## config.mk

```make
export PLATFORM = sky130hd
export DESIGN_NAME = csrp_top
export DESIGN_NICKNAME = d
export VERILOG_FILES = /design/src/hw/csrp_pkg.sv /design/src/hw/csrp_pulse_ff.sv /design/src/hw/csrp_top.sv
export SDC_FILE = /design/constraint.sdc
export NUM_CORES = 1
export LEC_CHECK = 0
export BUFFER_PORTS_ARGS = -buffer_cell sky130_fd_sc_hd__buf_2
export CAP_MARGIN = 20
export CORE_MARGIN = 2
export CORE_UTILIZATION = 31
export CTS_CLUSTER_DIAMETER = 150
export DETAILED_ROUTE_END_ITERATION = 7
export PLACE_DENSITY = 0.83
export SLEW_MARGIN = 30
export SYNTH_ARGS = -nofsm -noshare
export SYNTH_HDL_FRONTEND = slang
export SYNTH_SLANG_ARGS = --single-unit
```

## constraint.sdc

```tcl
create_clock -name i_clk_sys -period 0.8 [get_ports i_clk_sys]
set_input_delay 0.16 -clock i_clk_sys [delete_from_list [all_inputs] [get_ports i_clk_sys]]
set_output_delay 0.16 -clock i_clk_sys [all_outputs]
set_load 0.1 [all_outputs]
```

## src/hw/csrp_pkg.sv

```systemverilog
// Package of constants for the configuration-synchronised reset pulse block
package csrp_pkg;
    // Reset and idle levels
    localparam logic CSRP_PULSE_RESET = 1'b0;
    localparam logic CSRP_IO_EN_RESET = 1'b0;
    localparam logic CSRP_CFG_ACTIVE_RESET = 1'b0;
    // Width of the user-logic output group held off during configuration
    localparam int CSRP_USER_WIDTH = 8;
    // Start-up states
    typedef enum logic [1:0] {
        CSRP_CONFIG = 2'b00,
        CSRP_ARMED = 2'b01,
        CSRP_PULSE = 2'b10,
        CSRP_RUN = 2'b11
    } csrp_state_type;
endpackage

```

## src/hw/csrp_pulse_ff.sv

```systemverilog
// Single pulse flip-flop with its own feedback gate
`timescale 1ns/10ps
`default_nettype none
module csrp_pulse_ff
    import csrp_pkg::*;
(
    input wire logic i_clk_sys,
    input wire logic i_cfg_reset,
    input wire logic i_config_done_low_pin,
    output logic o_q,
    output logic o_d
);
    // =====================================
    // Feedback gate
    // Done low forces D high; Q high forces D low while done is high
    assign o_d = ~i_config_done_low_pin | ~o_q;

    // =====================================
    // Flip-flop, cleared by the configuration reset
    always_ff @(posedge i_clk_sys or posedge i_cfg_reset) begin
        if (i_cfg_reset) begin
            o_q <= CSRP_PULSE_RESET;
        end else begin
            o_q <= o_d & i_config_done_low_pin;
        end
    end
endmodule
`default_nettype wire

```

## src/hw/csrp_top.sv

```systemverilog
// Start-up sequencer with synchronous global reset pulse
// Operation
// - During configuration, user pins float and all user flip-flops stay reset.
// - Daisy-chained devices go active on the same configuration clock edge.
// - Device goes active on rising configuration clock edge, outputs together, sampled and registered on the system clock.
// - Combinational logic works as soon as its configuration arrives.
// - Output enable control may be active before configuration ends.
// - Done-low pin holds D high; configuration reset keeps Q low.
// - Internal and external pull-ups keep the reset line high during configuration.
// - After configuration, done pin goes high; Q low, D high, reset high.
// - First system clock sets Q, D goes low, driver pulls reset low.
// - When Q returns low, driver releases reset, giving one short pulse.
// - Uses one logic block and one pin; done pin unavailable as I/O.
`timescale 1ns/10ps
`default_nettype none
module csrp_top
    import csrp_pkg::*;
#(
    parameter int USER_WIDTH = CSRP_USER_WIDTH
) (
    input wire logic i_clk_sys,
    input wire logic i_rst,
    input wire logic i_config_shift_clock,
    input wire logic i_config_complete,
    input wire logic i_reset_line,
    input wire logic [USER_WIDTH-1:0] i_user_out,
    input wire logic [USER_WIDTH-1:0] i_user_out_en,
    output logic o_config_done_low_pin,
    output logic o_active,
    output logic o_reset_line_out,
    output logic o_reset_line_oe,
    output logic o_reset_pull_up,
    output logic [USER_WIDTH-1:0] o_user_out,
    output logic [USER_WIDTH-1:0] o_user_oe,
    output logic o_global_reset_n,
    output logic o_pulse_seen
);
    // =====================================
    // Go-active point
    // Configuration clock is sampled as an ordinary synchronous input; its rising edge while
    // configuration is complete starts the device. Every chained device sees the same edge.
    logic config_shift_clock_prev;
    logic active;
    logic pulse_seen;
    logic [USER_WIDTH-1:0] user_out;
    wire config_shift_clock_rise = i_config_shift_clock & ~config_shift_clock_prev;
    wire go_active = i_config_complete & config_shift_clock_rise & ~active;
    wire cfg_reset = ~active;

    always_ff @(posedge i_clk_sys or posedge i_rst) begin
        if (i_rst) begin
            config_shift_clock_prev <= 1'b0;
            active <= CSRP_CFG_ACTIVE_RESET;
        end else begin
            config_shift_clock_prev <= i_config_shift_clock;
            if (go_active) begin
                active <= 1'b1;
            end
        end
    end

    // =====================================
    // Done pin dedicated to the pulse circuit, never user I/O
    assign o_config_done_low_pin = active;
    assign o_active = active;

    // =====================================
    // Pulse flip-flop
    // Done input drops once the pulse is seen, else Q would toggle every cycle
    logic q;
    logic d;
    csrp_pulse_ff u_pulse_ff (
        .i_clk_sys(i_clk_sys),
        .i_cfg_reset(i_rst | cfg_reset),
        .i_config_done_low_pin(active & ~pulse_seen),
        .o_q(q),
        .o_d(d)
    );

    // =====================================
    // Open-drain reset driver: only ever drives low; pull-up always present
    assign o_reset_line_out = 1'b0;
    assign o_reset_line_oe = q;
    assign o_reset_pull_up = 1'b1;
    // Global reset is held low until go-active, then follows the pad, so the pulse resets the whole chip
    assign o_global_reset_n = active & i_reset_line;

    // =====================================
    // User outputs: data is registered and held at zero until the cycle after go-active, enables are pre-armed,
    // so drivers turn on glitch-free with every other output at go-active.
    always_ff @(posedge i_clk_sys or posedge i_rst) begin
        if (i_rst) begin
            user_out <= '0;
        end else if (cfg_reset) begin
            user_out <= '0;
        end else begin
            user_out <= i_user_out;
        end
    end
    assign o_user_out = user_out;
    assign o_user_oe = active ? i_user_out_en : {USER_WIDTH{CSRP_IO_EN_RESET}};

    // =====================================
    // One pulse only: records that the reset pulse has completed
    always_ff @(posedge i_clk_sys or posedge i_rst) begin
        if (i_rst) begin
            pulse_seen <= 1'b0;
        end else if (cfg_reset) begin
            pulse_seen <= 1'b0;
        end else if (q) begin
            pulse_seen <= 1'b1;
        end
    end
    assign o_pulse_seen = pulse_seen;

    // =====================================
    // Checks
    chk_cfg_outputs_off: assert property (@(posedge i_clk_sys) disable iff (i_rst)
        !active |-> (o_user_oe == '0 && !q))
        else $error("User outputs or pulse active during configuration");
    chk_go_on_edge: assert property (@(posedge i_clk_sys) disable iff (i_rst)
        $rose(active) |-> $past(i_config_complete) && $past(i_config_shift_clock) && !$past(config_shift_clock_prev))
        else $error("Went active without configuration clock rising edge");
    chk_d_high_cfg: assert property (@(posedge i_clk_sys) disable iff (i_rst)
        !active |-> d && !q)
        else $error("Pulse flip-flop not held during configuration");
    chk_pull_up_held: assert property (@(posedge i_clk_sys) disable iff (i_rst)
        !active |-> !o_reset_line_oe && o_reset_pull_up)
        else $error("Reset line driven during configuration");
    chk_armed_state: assert property (@(posedge i_clk_sys) disable iff (i_rst)
        $rose(active) |-> !q && d && !o_reset_line_oe)
        else $error("Pulse circuit not armed at go-active");
    chk_pulse_starts: assert property (@(posedge i_clk_sys) disable iff (i_rst)
        $rose(active) |=> q && o_reset_line_oe)
        else $error("Reset pulse did not start on first system clock");
    chk_pulse_one_cycle: assert property (@(posedge i_clk_sys) disable iff (i_rst)
        active && q |=> !q [*3])
        else $error("Reset pulse longer than one cycle or repeated");
    chk_enable_prearm: assert property (@(posedge i_clk_sys) disable iff (i_rst)
        $rose(active) |-> o_user_oe == i_user_out_en)
        else $error("Output enables not applied at go-active");
    chk_user_reg_held: assert property (@(posedge i_clk_sys) disable iff (i_rst)
        !active |-> user_out == '0)
        else $error("User output register not held during configuration");
    chk_pulse_seen_sticky: assert property (@(posedge i_clk_sys) disable iff (i_rst)
        pulse_seen |=> pulse_seen)
        else $error("Pulse record lost while running");
    chk_no_repeat: assert property (@(posedge i_clk_sys) disable iff (i_rst)
        pulse_seen |-> !q && !o_reset_line_oe)
        else $error("Reset pulse repeated after completion");
    chk_active_stays: assert property (@(posedge i_clk_sys) disable iff (i_rst)
        active |=> active)
        else $error("Device left active state without reset");
    chk_refuse_incomplete: assert property (@(posedge i_clk_sys) disable iff (i_rst)
        !i_config_complete && !active |=> !active)
        else $error("Went active before configuration complete");
endmodule
`default_nettype wire

```

==> flow_metrics.env <==
export IMPL_start_util=0.328
export IMPL_vias=457
export IMPL_worstSetupStartpointType="flop"
export IMPL_cts_htree_levels=1
export IMPL_final_area_sq_um=1170
export IMPL_layout_commonest_cell="buf_12"
export IMPL_cellLeakagePower_nw=0.546
export IMPL_fmax_ghz=0.752
export IMPL_layout_min_cycle_time_ps=1330
export IMPL_wire_per_inst_um=14.6
export IMPL_r2r_start="o_active$_DFFE_PP0P_"
export IMPL_final_setup_skew_ps=3.69
export IMPL_hpwl_um=1220
export IMPL_grt_usage=0.180
export IMPL_ff2ff_setup_slack_ps=-190
export IMPL_yosysUniqueCellTypes=10
export IMPL_die_h_um=43.9
export IMPL_syn_area_sq_um=494
export IMPL_layout_common_cells="buf_12, buf_2, dfrtp_4"
export IMPL_synthTopCellsByArea="dfrtp_1, and2_1, buf_4"
export IMPL_synth_xor_area_frac=0
export IMPL_clock_root_buffer="clkbuf_4"
export IMPL_cts_sinks=12
export IMPL_ios=44
export IMPL_critical_path_endpoint="o_config_done_low_pin"
export IMPL_drt_total_wl_um=1530
export IMPL_max_stage_delay_ps=540
export IMPL_status="finished, violations left"
export IMPL_drc=0
export IMPL_synth_fa_ha_area_frac=0
export IMPL_crit_fanout=12
export IMPL_crit_arrival_ps=1170
export IMPL_synth_top_area_frac=0.608
export IMPL_cp_required_ps=640
export IMPL_hold_class="in -> reg"
export IMPL_drt_first_pass_iters=4
export IMPL_fin_ws_ps=-531
export IMPL_min_period_over_period=1.66
export IMPL_cts_buffers=3
export IMPL_grt_remaining_overflow=0
export IMPL_clock_latency_ps=280
export IMPL_fin_util=0.775
export IMPL_tritoncts="yes"
export IMPL_irDropWorstVdd_mv=1.34
export IMPL_die_w_um=43.9
export IMPL_setup_viol=32
export IMPL_ys_seq_elements=12
export IMPL_grt_pass1_wl_um=2310
export IMPL_syn_to_final_growth_pct=136
export IMPL_syn_inst=42
export IMPL_drive_gt1_frac=0.809
export IMPL_final_antenna_net_count=0
export IMPL_synth_simple_gate_area_frac=0.246
export IMPL_cp_end_kind="output pin"
export IMPL_maxCapViolations=0
export IMPL_clk_pin_slew_ps=80
export IMPL_r2r_end="o_active$_DFFE_PP0P_"
export IMPL_antenna_found_initial=0
export IMPL_drv_slew=0
export IMPL_startpoint="o_active$_DFFE_PP0P_"
export IMPL_num_rows=14
export IMPL_portBuffers=41
export IMPL_synth_nets=63
export IMPL_yosysWarnings=0
export IMPL_worstSetupPathType="reg -> out"
export IMPL_clockBufferDepth=2
export IMPL_violations="setup timing"
export IMPL_drt_iter0_markers=3
export IMPL_die_area_sq_um=1930
export IMPL_synth_top_family_by_area="simple AND/OR/NAND/NOR gates"
export IMPL_synth_compound_area_frac=0.0329
export IMPL_fin_setup_tns_ps=-10370
export IMPL_fillCellCount=86
export IMPL_place_area_sq_um=1080
export IMPL_crit_chain="buf_4, buf_12"
export IMPL_cp_slowest_cell="dfrtp_4"
export IMPL_r2r_cells=2
export IMPL_viasPerCell=4.35
export IMPL_coreArea_sq_um=1510
export IMPL_nets=111
export IMPL_grt_pass1_vias=474
export IMPL_power_density_nw_per_um2=2050
export IMPL_synthMuxAreaShare=0
export IMPL_yosys_area_top_type="dfrtp_1"
export IMPL_final_hold_viol_count=0
export IMPL_routabilityCongestion=0.715
export IMPL_grt_max_degree=13
export IMPL_syn_avg_cell_area_sq_um=11.8
export IMPL_rsz0062_at_grt="yes"
export IMPL_antenna_cells=0
export IMPL_synth_yosys_seq_area_share=0.608
power by group:
group | switching (W) | internal [W] | total, W | leakage, nW
Combinational | 0.000719 | 0.000437 | 0.00116 | 0.397
Sequential | 0.0000544 | 0.000689 | 0.000743 | 0.128
Clock | 0.000212 | 0.000277 | 0.000489 | 0.0210
routing by layer:
metal	part of all wire	vias up	track usage
li1	-	214	-
met1	0.33	224	0.150
met2	0.61	17	0.356
met3	0.054	2	0.0667
met4	0.012	0	0.0909
met5	0	-	0
sequential cells by signal, indices dropped and copies added, names as in the netlist:
register                 flops
o_pulse_seen                 1
config_shift_clock_prev      1
o_active                     1
o_user_out                   8
u_pulse_ff.o_q               1
repair_timing:
action,in CTS,in global routing
buffers inserted,2,2
pin swaps,0,3
hold endpoints to repair,13,0
resized for setup,1,3
endpoints found under the setup margin,32,42
hold buffers,2,0
through the flow:
stage | hold WS [ps] | instances | setup WS (ps) | total power (W)
after floorplan | 12.6 | 42 | -468 | 0.00142
after global placement | 138 | 97 | -212 | 0.00184
after detailed placement | 153 | 97 | -219 | 0.00185
after CTS | 75.7 | 105 | -543 | 0.00241
after global routing | 85.9 | 105 | -566 | 0.00246
final | 89.4 | 105 | -531 | 0.00239
critical path: cells and delay by family (launching register included):
| kind | cells | cell delay [ps] |
|---|---|---|
| buffers and inverters | 2 | 340 |
| flip-flops | 1 | 540 |
how the worst min path moves through the flow:
stage             startpoint                           endpoint  slack, ps  cells after the start
4_1_cts        i_user_out[7]            o_user_out[7]$_DFF_PP0_         80                      2
3_3_place_gp           i_rst           u_pulse_ff.o_q$_DFF_PP0_        140                      2
5_1_grt        i_user_out[7]            o_user_out[7]$_DFF_PP0_         90                      2
6_report       i_user_out[7]            o_user_out[7]$_DFF_PP0_         90                      2
3_5_place_dp           i_rst           u_pulse_ff.o_q$_DFF_PP0_        150                      2
2_1_floorplan          i_rst  config_shift_clock_prev$_DFF_PP0_         10                      1
area by class of cell:
class	count	area, sq um	area share
Sequential cell	12	342	0.293
Tap cell	16	20.0	0.0171
Multi-Input combinational cell	23	173	0.148
Inverter	2	11.3	0.00965
Timing Repair Buffer	48	586	0.502
Clock buffer	4	36.3	0.0311
cell families after synthesis:
logic type | after synthesis
AO/OA/AOI/OAI | 2
buffers and inverters | 7
flip-flops | 12
other | 2
AND/OR/NAND/NOR | 19
synthesized netlist by cell type:
| master | n |
|---|---|
| and2_1 | 17 |
| a31o_1 | 1 |
| conb_1 | 2 |
| buf_6 | 1 |
| inv_1 | 2 |
| dfrtp_1 | 12 |
| nor3b_1 | 1 |
| buf_4 | 4 |
| and2b_1 | 1 |
| o21a_1 | 1 |
Power figures use the tool's default switching activity.
